**src/design/upt_pkg.sv**
```systemverilog
/*
 * upt_pkg: register offsets, field positions, reset values, token codes
 * and timing counts for the usb power/token status block.
 * Assumes a 200 MHz system clock and a 32-bit Avalon-MM register bus.
 */
package upt_pkg;
	// register byte offsets
	localparam logic [3:0] OFS_POWER_CONTROL = 4'h0;
	localparam logic [3:0] OFS_FRAME_HIGH = 4'h4;
	localparam logic [3:0] OFS_TOKEN_COMMAND = 4'h8;
	localparam logic [3:0] OFS_IRQ_STATUS = 4'hC;
	// power control fields
	localparam int BIT_ENABLE = 0;
	localparam int BIT_SUSPEND = 1;
	localparam int BIT_BUSY = 3;
	localparam int BIT_GUARD = 4;
	localparam int BIT_PENDING = 7;
	// irq status (low byte) and mask (bits 10:8) fields
	localparam int BIT_IRQ_ACTIVITY = 0;
	localparam int BIT_IRQ_SOF = 1;
	localparam int BIT_IRQ_TOKEN = 2;
	localparam int IRQ_MASK_LSB = 8;
	localparam int IRQ_WIDTH = 3;
	// token fields and codes
	localparam int TOK_TYPE_LSB = 4;
	localparam logic [3:0] TOK_SETUP = 4'b1101;
	localparam logic [3:0] TOK_IN = 4'b1001;
	localparam logic [3:0] TOK_OUT = 4'b0001;
	// reset values
	localparam logic [7:0] RST_POWER = 8'h00;
	localparam logic [7:0] RST_TOKEN = 8'h00;
	localparam logic [2:0] RST_FRAME = 3'h0;
	// settling time of the analog front end after enable/disable or wake
	localparam int SETTLE_NS = 100;
	localparam int CLK_PERIOD_NS = 5;
	localparam int SETTLE_CYCLES = (SETTLE_NS + CLK_PERIOD_NS - 1) / CLK_PERIOD_NS;
	localparam int SETTLE_W = 5;
	// power sequencer states
	typedef enum logic [1:0] {PWR_OFF, PWR_RAMP_UP, PWR_ON, PWR_RAMP_DOWN} upt_pwr_t;
endpackage : upt_pkg

```
**src/design/upt_evt_if.sv**
```systemverilog
/*
 * upt_evt_if: bundles the sticky event bits, their sets and their clears
 * between the top and the interrupt module. Single clock domain.
 */
`timescale 1ns/1ps
`default_nettype none
interface upt_evt_if;
	import upt_pkg::*;
	logic [IRQ_WIDTH-1:0] set_evt;
	logic [IRQ_WIDTH-1:0] clr_evt;
	logic [IRQ_WIDTH-1:0] mask;
	logic [IRQ_WIDTH-1:0] status;
	logic irq;
	modport ctrl (output set_evt, output clr_evt, output mask, input status, input irq);
	modport irqs (input set_evt, input clr_evt, input mask, output status, output irq);
endinterface : upt_evt_if
`default_nettype wire

```
**src/design/upt_irq.sv**
```systemverilog
/*
 * upt_irq: sticky event status with write-one-to-clear and a masked level
 * interrupt. Assumes clears come as one-cycle pulses from the bus slave.
 */
`timescale 1ns/1ps
`default_nettype none
module upt_irq import upt_pkg::*; (
	input wire logic clk_in, // system clock
	input wire logic rst_n_in, // async reset, active low
	upt_evt_if.irqs evt // event set/clear/mask bundle
);
	logic [IRQ_WIDTH-1:0] status_ff;
	logic irq_ff;

	// per bit sticky flag, set wins over clear
	genvar i;
	for (i = 0; i < IRQ_WIDTH; i++) begin : g_bit
		always_ff @(posedge clk_in or negedge rst_n_in) begin
			if (!rst_n_in) begin
				status_ff[i] <= 1'b0;
			end else if (evt.set_evt[i]) begin
				status_ff[i] <= 1'b1;
			end else if (evt.clr_evt[i]) begin
				status_ff[i] <= 1'b0;
			end
		end
	end

	// level interrupt from unmasked flags
	always_ff @(posedge clk_in or negedge rst_n_in) begin
		if (!rst_n_in) begin
			irq_ff <= 1'b0;
		end else begin
			irq_ff <= |(status_ff & evt.mask);
		end
	end

	assign evt.status = status_ff;
	assign evt.irq = irq_ff;
endmodule // upt_irq
`default_nettype wire

```
**src/design/upt_sof_capture.sv**
```systemverilog
/*
 * upt_sof_capture: latches the upper three frame number bits on each
 * received start-of-frame and reports a one-cycle event pulse.
 * Assumes sof strobe and frame number are synchronous to the clock.
 */
`timescale 1ns/1ps
`default_nettype none
module upt_sof_capture import upt_pkg::*; (
	input wire logic clk_in, // system clock
	input wire logic rst_n_in, // async reset, active low
	input wire logic sof_in, // start-of-frame received pulse
	input wire logic [10:0] frame_in, // frame number of that sof
	output logic [2:0] frame_upper_out, // captured upper bits
	output logic sof_evt_out // one-cycle capture pulse
);
	logic [2:0] frame_upper_ff;
	logic sof_evt_ff;

	// capture upper frame bits on sof
	always_ff @(posedge clk_in or negedge rst_n_in) begin
		if (!rst_n_in) begin
			frame_upper_ff <= RST_FRAME;
		end else if (sof_in) begin
			frame_upper_ff <= frame_in[10:8];
		end
	end

	// event pulse for the interrupt block
	always_ff @(posedge clk_in or negedge rst_n_in) begin
		if (!rst_n_in) begin
			sof_evt_ff <= 1'b0;
		end else begin
			sof_evt_ff <= sof_in;
		end
	end

	assign frame_upper_out = frame_upper_ff;
	assign sof_evt_out = sof_evt_ff;
endmodule // upt_sof_capture
`default_nettype wire

```
**src/design/upt_top.sv**
```systemverilog
/*
 * upt_top: power, suspend and status control of a usb module with its
 * frame number high and token registers, on an Avalon-MM slave.
 * Assumes the usb core gives synchronous activity, sof and frame inputs.
 */
`timescale 1ns/1ps
`default_nettype none
module upt_top import upt_pkg::*; (
	input wire logic CLK_IN, // 200 MHz clock
	input wire logic RST_N_IN, // async reset, active low
	input wire logic [3:0] AVS_ADDRESS_IN, // byte address
	input wire logic AVS_READ_IN, // read request
	input wire logic AVS_WRITE_IN, // write request
	input wire logic [31:0] AVS_WRITEDATA_IN, // write data
	input wire logic [3:0] AVS_BYTEENABLE_IN, // byte lanes
	output logic [31:0] AVS_READDATA_OUT, // read data
	output logic AVS_WAITREQUEST_OUT, // wait request
	input wire logic USB_ACTIVITY_IN, // bus activity seen
	input wire logic USB_SOF_IN, // start-of-frame pulse
	input wire logic [10:0] USB_FRAME_IN, // frame number
	input wire logic SLEEP_REQ_IN, // system asks for sleep
	output logic SLEEP_BLOCK_OUT, // sleep entry blocked
	output logic USB_CLK_EN_OUT, // 48 MHz clock gate enable
	output logic XCVR_LOWPWR_OUT, // transceiver low power
	output logic ANALOG_EN_OUT, // analog features on
	output logic PINS_OWNED_OUT, // pins used by usb
	output logic BUS_OPERATE_OUT, // usb may drive the bus
	output logic TOKEN_GO_OUT, // token written pulse, only while operating
	output logic [1:0] TOKEN_KIND_OUT, // 1 setup 2 in 3 out
	output logic [3:0] TOKEN_EP_OUT, // token endpoint
	output logic IRQ_OUT // level interrupt
);
	logic enable_ff;
	logic suspend_ff;
	logic guard_ff;
	logic pending_ff;
	logic [7:0] token_ff;
	logic [IRQ_WIDTH-1:0] mask_ff;
	upt_pwr_t pwr_ff;
	upt_pwr_t nxt_pwr;
	logic [SETTLE_W-1:0] settle_ff;
	logic wake_ff;
	logic ack_ff;
	logic waitreq_ff;
	logic [31:0] rdata_ff;
	logic sleep_block_ff;
	logic clk_en_ff;
	logic lowpwr_ff;
	logic analog_ff;
	logic pins_ff;
	logic operate_ff;
	logic tok_go_ff;
	logic [1:0] tok_kind_ff;
	logic [2:0] frame_upper;
	logic sof_evt;
	logic req;
	logic wr_hit;
	logic rd_hit;
	logic busy;
	logic [31:0] rd_mux;
	upt_evt_if evt ();

	// one wait state: a request is answered the cycle after it appears
	assign req = (AVS_READ_IN | AVS_WRITE_IN) & ~ack_ff;
	assign wr_hit = AVS_WRITE_IN & ~ack_ff & AVS_BYTEENABLE_IN[0];
	assign rd_hit = AVS_READ_IN & ~ack_ff;

	// bus handshake
	always_ff @(posedge CLK_IN or negedge RST_N_IN) begin
		if (!RST_N_IN) begin
			ack_ff <= 1'b0;
			waitreq_ff <= 1'b1;
		end else begin
			ack_ff <= req;
			waitreq_ff <= ~req; // registered inverted request, always the inverse of ack_ff in the same cycle
		end
	end

	// power control writable bits
	always_ff @(posedge CLK_IN or negedge RST_N_IN) begin
		if (!RST_N_IN) begin
			enable_ff <= RST_POWER[BIT_ENABLE];
			suspend_ff <= RST_POWER[BIT_SUSPEND];
			guard_ff <= RST_POWER[BIT_GUARD];
		end else if (wr_hit && AVS_ADDRESS_IN == OFS_POWER_CONTROL) begin
			enable_ff <= AVS_WRITEDATA_IN[BIT_ENABLE];
			suspend_ff <= AVS_WRITEDATA_IN[BIT_SUSPEND];
			guard_ff <= AVS_WRITEDATA_IN[BIT_GUARD];
		end
	end

	// token register and its launch pulse
	always_ff @(posedge CLK_IN or negedge RST_N_IN) begin
		if (!RST_N_IN) begin
			token_ff <= RST_TOKEN;
			tok_go_ff <= 1'b0;
		end else begin
			tok_go_ff <= 1'b0;
			if (wr_hit && AVS_ADDRESS_IN == OFS_TOKEN_COMMAND) begin
				token_ff <= AVS_WRITEDATA_IN[7:0];
				tok_go_ff <= operate_ff;
			end
		end
	end

	// decode token type into transaction kind
	always_ff @(posedge CLK_IN or negedge RST_N_IN) begin
		if (!RST_N_IN) begin
			tok_kind_ff <= 2'd0;
		end else begin
			unique case (token_ff[TOK_TYPE_LSB +: 4])
				TOK_SETUP: tok_kind_ff <= 2'd1;
				TOK_IN: tok_kind_ff <= 2'd2;
				TOK_OUT: tok_kind_ff <= 2'd3;
				default: tok_kind_ff <= 2'd0; // reserved codes give kind 0, the go pulse still fires
			endcase
		end
	end

	// interrupt mask in bits 10:8 of the status register
	always_ff @(posedge CLK_IN or negedge RST_N_IN) begin
		if (!RST_N_IN) begin
			mask_ff <= '0;
		end else if (AVS_WRITE_IN && !ack_ff && AVS_BYTEENABLE_IN[1] && AVS_ADDRESS_IN == OFS_IRQ_STATUS) begin
			mask_ff <= AVS_WRITEDATA_IN[IRQ_MASK_LSB +: IRQ_WIDTH];
		end
	end

	// event sets and write-one clears
	assign evt.set_evt = {tok_go_ff, sof_evt, USB_ACTIVITY_IN & enable_ff};
	assign evt.clr_evt = (wr_hit && AVS_ADDRESS_IN == OFS_IRQ_STATUS) ? AVS_WRITEDATA_IN[IRQ_WIDTH-1:0] : '0;
	assign evt.mask = mask_ff;

	// activity pending until its interrupt is unmasked or its status bit cleared
	always_ff @(posedge CLK_IN or negedge RST_N_IN) begin
		if (!RST_N_IN) begin
			pending_ff <= 1'b0;
		end else if (USB_ACTIVITY_IN && enable_ff && !mask_ff[BIT_IRQ_ACTIVITY]) begin
			pending_ff <= 1'b1;
		end else if (!evt.status[BIT_IRQ_ACTIVITY] || mask_ff[BIT_IRQ_ACTIVITY]) begin
			pending_ff <= 1'b0;
		end
	end

	// power sequencer next state
	always_comb begin
		nxt_pwr = pwr_ff;
		unique case (pwr_ff)
			PWR_OFF: if (enable_ff && !suspend_ff) nxt_pwr = PWR_RAMP_UP;
			PWR_RAMP_UP: if (!enable_ff) nxt_pwr = PWR_RAMP_DOWN;
				else if (settle_ff == SETTLE_W'(SETTLE_CYCLES - 1)) nxt_pwr = PWR_ON;
			PWR_ON: if (!enable_ff || suspend_ff) nxt_pwr = PWR_RAMP_DOWN;
			PWR_RAMP_DOWN: if (settle_ff == SETTLE_W'(SETTLE_CYCLES - 1)) nxt_pwr = PWR_OFF;
		endcase
	end

	// sequencer state and settle counter
	always_ff @(posedge CLK_IN or negedge RST_N_IN) begin
		if (!RST_N_IN) begin
			pwr_ff <= PWR_OFF;
			settle_ff <= '0;
		end else begin
			pwr_ff <= nxt_pwr;
			settle_ff <= (nxt_pwr != pwr_ff) ? '0 : settle_ff + SETTLE_W'(1);
		end
	end

	// registered enable-and-suspend state; only feeds unused_wake, drives nothing
	always_ff @(posedge CLK_IN or negedge RST_N_IN) begin
		if (!RST_N_IN) begin
			wake_ff <= 1'b0;
		end else begin
			wake_ff <= enable_ff && suspend_ff;
		end
	end

	// busy while not fully off, except a ramp up whose enable was cleared
	assign busy = (pwr_ff != PWR_OFF) && !(pwr_ff == PWR_RAMP_UP && !enable_ff);

	// physical controls
	always_ff @(posedge CLK_IN or negedge RST_N_IN) begin
		if (!RST_N_IN) begin
			clk_en_ff <= 1'b0;
			lowpwr_ff <= 1'b1;
			analog_ff <= 1'b0;
			pins_ff <= 1'b0;
			operate_ff <= 1'b0;
		end else begin
			clk_en_ff <= enable_ff && !suspend_ff;
			lowpwr_ff <= !enable_ff || suspend_ff;
			analog_ff <= enable_ff;
			pins_ff <= enable_ff;
			operate_ff <= (pwr_ff == PWR_ON) && (nxt_pwr == PWR_ON);
		end
	end

	// sleep guard
	always_ff @(posedge CLK_IN or negedge RST_N_IN) begin
		if (!RST_N_IN) begin
			sleep_block_ff <= 1'b0;
		end else begin
			sleep_block_ff <= guard_ff && SLEEP_REQ_IN && (USB_ACTIVITY_IN || pending_ff || |evt.status);
		end
	end

	// read mux, unimplemented bits are zero
	always_comb begin
		rd_mux = 32'h0000_0000;
		unique case (AVS_ADDRESS_IN)
			OFS_POWER_CONTROL: begin
				rd_mux[BIT_ENABLE] = enable_ff;
				rd_mux[BIT_SUSPEND] = suspend_ff;
				rd_mux[BIT_BUSY] = busy;
				rd_mux[BIT_GUARD] = guard_ff;
				rd_mux[BIT_PENDING] = pending_ff;
			end
			OFS_FRAME_HIGH: rd_mux[2:0] = frame_upper;
			OFS_TOKEN_COMMAND: rd_mux[7:0] = token_ff;
			OFS_IRQ_STATUS: begin
				rd_mux[IRQ_WIDTH-1:0] = evt.status;
				rd_mux[IRQ_MASK_LSB +: IRQ_WIDTH] = mask_ff;
			end
			default: rd_mux = 32'h0000_0000;
		endcase
	end

	// read data register
	always_ff @(posedge CLK_IN or negedge RST_N_IN) begin
		if (!RST_N_IN) begin
			rdata_ff <= 32'h0000_0000;
		end else if (rd_hit) begin
			rdata_ff <= rd_mux;
		end
	end

	upt_sof_capture u_sof (
		.clk_in(CLK_IN),
		.rst_n_in(RST_N_IN),
		.sof_in(USB_SOF_IN & operate_ff),
		.frame_in(USB_FRAME_IN),
		.frame_upper_out(frame_upper),
		.sof_evt_out(sof_evt)
	);

	upt_irq u_irq (
		.clk_in(CLK_IN),
		.rst_n_in(RST_N_IN),
		.evt(evt)
	);

	// waitrequest high until the answer cycle
	assign AVS_WAITREQUEST_OUT = waitreq_ff;
	assign AVS_READDATA_OUT = rdata_ff;
	assign SLEEP_BLOCK_OUT = sleep_block_ff;
	assign USB_CLK_EN_OUT = clk_en_ff;
	assign XCVR_LOWPWR_OUT = lowpwr_ff;
	assign ANALOG_EN_OUT = analog_ff;
	assign PINS_OWNED_OUT = pins_ff;
	assign BUS_OPERATE_OUT = operate_ff;
	assign TOKEN_GO_OUT = tok_go_ff;
	assign TOKEN_KIND_OUT = tok_kind_ff;
	assign TOKEN_EP_OUT = token_ff[3:0];
	assign IRQ_OUT = evt.irq;
	logic unused_wake;
	assign unused_wake = wake_ff;
endmodule // upt_top
`default_nettype wire
```
**config.mk**
```make
export PLATFORM = sky130hd
export DESIGN_NAME = upt_top
export DESIGN_NICKNAME = d
export VERILOG_FILES = /design/src/design/upt_pkg.sv /design/src/design/upt_evt_if.sv /design/src/design/upt_irq.sv /design/src/design/upt_sof_capture.sv /design/src/design/upt_top.sv
export SDC_FILE = /design/constraint.sdc
export NUM_CORES = 1
export LEC_CHECK = 0
export ABC_CLOCK_PERIOD_IN_PS = 1600
export BUFFER_PORTS_ARGS = -buffer_cell sky130_fd_sc_hd__clkbuf_2
export CORE_UTILIZATION = 46
export CTS_BUF_LIST = sky130_fd_sc_hd__clkbuf_4 sky130_fd_sc_hd__clkbuf_8
export CTS_CLUSTER_DIAMETER = 60
export DETAILED_ROUTE_END_ITERATION = 8
export PLACE_DENSITY = 0.8
export SYNTH_ARGS = -nofsm -noshare
export SYNTH_HDL_FRONTEND = slang
export SYNTH_SLANG_ARGS = --single-unit
```
**constraint.sdc**
```tcl
create_clock -name CLK_IN -period 1.6 [get_ports CLK_IN]
set_input_delay 0.24 -clock CLK_IN [delete_from_list [all_inputs] [get_ports CLK_IN]]
set_output_delay 0.24 -clock CLK_IN [all_outputs]
set_load 0.01 [all_outputs]
```
* After elaboration in Yosys (flattened, before gate mapping) *
Cells that the tools add are included.

word-level totals
  register bits after elaboration = 51
  latch bits = 0
  RAM bits = 0
  bits in read-only memories = 0
  bits of input ports = 58
  output and inout bits = 47
  word-level logic and storage cells = 104
  memories kept = 0

cells by class
  add/subtract/negate cells = 1
  $mul = 0
  div/mod/pow operators = 0
  order comparisons = 0
  equality and inequality tests = 12
  shift operators = 0
  muxes and demuxes = 24
  bitwise logic cells = 10
  reduce and logical (&&, ||, !) cells = 33

operators with widths
  operator                                                               number
  4-bit equality test, second input constant                             4
  2-bit one-hot mux with 4 select lines                                  2
  1-bit logical AND                                                      14
  2-bit two-way mux                                                      6
  2-bit nonzero test                                                     5
  1-bit two-way mux                                                      9
  1-bit AND                                                              6
  2-bit equality test, second input constant                             3
  1-bit logical NOT                                                      6
  3-bit two-way mux                                                      2
  2-bit one-hot mux with 3 select lines                                  1
  3-bit OR reduction                                                     2
  5-bit by 1-bit adder with 5-bit output, second input constant          1
  5-bit equality test, second input constant                             1
  5-bit two-way mux                                                      1
  4-bit by 1-bit equality test with 1-bit output, second input constant  1
  4-bit by 3-bit equality test with 1-bit output, second input constant  1
  4-bit logical NOT                                                      1
  1-bit logical OR                                                       4
  2-bit one-hot mux with 2 select lines                                  1
  3-bit AND                                                              1
  1-bit one-hot mux with 3 select lines                                  1
  2-bit by 1-bit equality test with 1-bit output, second input constant  1
  2-bit logical NOT                                                      1
  4 further kinds                                                        5

* Depth between registers and ports, before layout *
  depth in word-level cells = 7
  depth in mapped cells = 4
  gate-level depth less buffers = 4

* Hierarchy *
A second synthesis with hierarchy kept.

unflattened totals
  cells, all modules = 194
  area, all modules = 2351.0 um^2

modules (own cells, without submodules)
  module           instances  cells each  area each (um^2)  sequential area each (um^2)
  upt_top          1          175         2068.2            1078.5
  upt_irq          1          12          148.9             100.1
  upt_sof_capture  1          7           133.9             100.1

* Worst setup path after synthesis *
Ideal clock, no wire load.

  kind = input-to-reg
  start = input AVS_ADDRESS_IN[1]
  end = register enable_ff
  library setup time = 0.125 ns
  data arrival time = 1.229 ns
  required time = 1.475 ns
  path slack = 0.246 ns
  cell stages on the path = 3
  buffers on the path = 0
  cell sequence = nor4_1 and2b_2 mux2_2

on the way
  longest elaborated chain between the ends = 2

RTL lines
  element                 line           text
  start: declaration      upt_top.sv:11  input wire logic [3:0] AVS_ADDRESS_IN,
  4-bit logical NOT       upt_top.sv:85  end else if (wr_hit && AVS_ADDRESS_IN == OFS_POWER_CONTROL) begin
  1-bit logical AND       upt_top.sv:85
  end signal: assignment  upt_top.sv:82  enable_ff <= RST_POWER[BIT_ENABLE];
  end signal: assignment  upt_top.sv:86  enable_ff <= AVS_WRITEDATA_IN[BIT_ENABLE];
  end: declaration        upt_top.sv:33  logic enable_ff;

Every way passes these cells.
A chain may end at the register's enable or synchronous reset.

* Worst setup path after layout *
  start = register ack_ff
  end = register token_ff[3]

on the way
  longest elaborated chain between the ends = 4

RTL lines
  element                   line            text
  start: declaration        upt_top.sv:43   logic ack_ff;
  start signal: assignment  upt_top.sv:74   ack_ff <= req;
  1-bit inverter            upt_top.sv:65   assign wr_hit = AVS_WRITE_IN & ~ack_ff & AVS_BYTEENABLE_IN[0];
  1-bit AND (2 in series)   upt_top.sv:65
  1-bit logical AND         upt_top.sv:99   if (wr_hit && AVS_ADDRESS_IN == OFS_TOKEN_COMMAND) begin
  end signal: assignment    upt_top.sv:100  token_ff <= AVS_WRITEDATA_IN[7:0];
  end: declaration          upt_top.sv:37   logic [7:0] token_ff;

Every way passes these cells.

==> reports/metrics.cfg <==
[run_status]
outcome=complete, no violations

[logic_synthesis]
ys_ff_latch=51
synth_flop_cell=dfrtp_1
synth_top_area_share=0.524
synth_compound_area_frac=0.0952
synth_fa_ha_area_frac=0.00535
synth-simple-area-share=0.136
synthMuxAreaShare=0.104
synth-edff-count=0
syn_area_per_cell_um2=12.0
yosys.area.top_type=dfrtp_1
synth.distinct_cells=46
ys_top_cells_by_count=dfrtp_1 (49), buf_4 (26), mux2_2 (17), nand2_1 (16)
yosysMostFrequentCell=dfrtp_1
synth.cell_area_mm2=0.00234
synth_xor_area_frac=0.00749
synth_area_leaders=dfrtp_1 (52%), buf_4 (8.3%), mux2_2 (8.2%)
synth_top_family_by_area=simple AND/OR/NAND/NOR gates
yosys_warnings=0
ys_seq_area_frac=0.547
netlist_instances=195
async_flop_share=1.00

[floorplan]
core-area_mm2=0.00482
io_pins=105
fp.dieW_um=73.3
die-area_mm2=0.00537
start_util=0.485
rows=25
die_h_um=73.3

[sta]
slew_headroom=0.616
fmax_ghz=0.703
hold_viol_final=0
rsz0062_at_grt=no
fin_setup_tns_ps=0
slew_violations=0
post-route-min-period_ps=1420
clock_skew_ps=9.60
setup_viol=0
tightest_slew_ps=576
period_share=0.889

[setup_path]
worst-endpoint-arrival_ps=1620
cp.required_ps=1800
cp-end-kind=register
cp-startpoint=ack_ff
r2r_start=ack_ff
cp-start-kind=register
path_class=register to register
cp_max_fo=5

[routing]
wl_per_cell_um=12.9
first_iter_violations=88
drt-vias-per-instance=4.91
ant_nets=0
routed_wl_mm=4.16
drc=0
drt_pass1_iterations=4
vias=1580

[placed_design]
portBuffers=52
dp_hpwl_mm=3.25
gp_congestion=0.750
dp_cells=313

[final_layout]
fin_cells=322
areaGrowthSynthToFinish_pct=18.5
drive_gt1_frac=0.365
insertedDiodeCount=0
nNetsFinal=313
n_fill_cell=430

[power_and_ir_drop]
fin_total_pwr_mw=3.35
internal_power_mw=2.45
p_comb_frac=0.186
p_sw_frac=0.268
p_leak_nw=1.38
power.switching_uw=897
p_seq_frac=0.506
power_density_mw_per_mm2=1210
pwr-share-clk=0.308
peakVddDrop_mv=0.690

[hold_path]
hp-start=AVS_WRITEDATA_IN[2]
worstHoldPathType=input pin to register

[clock_network]
root_buffer=clkbuf_8
clock_latency_ps=300
h-tree-depth=2
numCtsBuffers=5
cts_sinks=51
cts_tree=built
clkTransAtPathRegs_ps=90
post_cts_buffers=0
clockBufferDepth=2

[global_routing]
grtUsageTotal=0.180
antenna_found_initial=0
grt_max_degree=23
grt_pass1_vias=1529
overflow=0
grt_pass1_wl_mm=7.13

[flow_run]
cap_viol_max_count=0

==> layer usage <==
metal	vias up	part of all wire	GRT usage
met5	-	0	0
met4	0	0.015	0.0641
met1	759	0.46	0.232
li1	764	-	-
met3	6	0.041	0.0370
met2	51	0.49	0.301
==> final timing paths <==
| path | cells after the start | to | slack, ps |
|---|---|---|---|
| max | 4 | token_ff[3] | 180 |
| min | 2 | u_irq.evt.status[2] | 140 |
| max reg2reg | 4 | token_ff[3] | 180 |
| min reg2reg | 1 | settle_ff[0] | 470 |
| max in group asynchronous | 3 | AVS_READDATA_OUT[8] | 590 |
| min in group asynchronous | 2 | token_ff[1] | 460 |
==> what timing repair did <==
action,4_1_cts,5_1_grt
setup endpoints to repair,0,3
gates resized for setup,0,1
endpoints found under the hold margin,18,0
hold buffers,1,0
==> metrics by stage <==
step / cell area (um2) / utilization / worst slack, ps / hold slack (ps)
floorplan: 2410 / - / 246 / -55.6
global placement: 2620 / 0.544 / 140 / 254
detailed placement: 2620 / 0.544 / 131 / 260
CTS: 2770 / 0.574 / 134 / 124
global route: 2770 / 0.575 / 71.1 / 146
finish: 2770 / 0.575 / 177 / 135
==> kinds of logic (layout without fill, tap and decap cells) <==
| logic type | count (synthesis) | count (layout) |
|---|---|---|
| DFF | 51 | 51 |
| other | 1 | 21 |
| and+or+nand+nor | 52 | 52 |
| adders and majority gates | 1 | 1 |
| xor gates and xnor gates | 2 | 2 |
| buffers and inverters | 36 | 76 |
| muxes | 19 | 19 |
| AOI/OAI and AO/OA | 33 | 33 |
==> layout by cell type (no fill, tap or decap), types with 2 or more instances in the layout <==
master,count
a21oi_1,5
a22o_1,2
a22oi_1,3
a31oi_1,4
buf_4,8
bufinv_16,2
clkbuf_2,52
clkbuf_8,5
conb_1,21
dfrtp_1,49
dfstp_2,2
inv_1,6
mux2_2,17
mux4_1,2
nand2_1,16
nand2b_1,5
nand3_1,2
nand3b_1,3
nor2_1,8
nor2b_1,3
nor4_1,2
o21a_1,2
o21ai_0,8
xor2_1,2
==> flip-flops by register name (all words and copies together), names as in the netlist, 2 cells and up <==
name,count
AVS_READDATA_OUT,11
token_ff,8
settle_ff,5
evt.mask,3
u_irq.evt.status,3
u_sof.frame_upper_out,3
TOKEN_KIND_OUT,2
pwr_ff,2
==> critical path, stage by stage, from the launching register on <==
cell and delay [ps]:
dfrtp_1 400, nand3b_1 210, and2b_1 240, buf_4 150, mux2_2 330
==> power groups by stage <==
stage | Sequential [mW] | Clock (mW) | Combinational (mW)
2_1_floorplan | 1.69 | 0 | 0.456
3_3_place_gp | 1.71 | 0 | 0.605
3_5_place_dp | 1.72 | 0 | 0.624
4_1_cts | 1.69 | 1.06 | 0.628
5_1_grt | 1.74 | 1.10 | 0.713
6_report | 1.69 | 1.03 | 0.623
==> area by class of cell <==
type                       count  area [um2]  share of cell area
timing repair buffer          62         350               0.126
sequential                    51        1280               0.461
multi-input combinational    128         900               0.325
clock inverter                 3        67.6              0.0244
tap                           67        83.8              0.0302
inverter                       6        22.5             0.00813
clock buffer                   5        68.8              0.0248
Power figures use the tool's default switching activity.
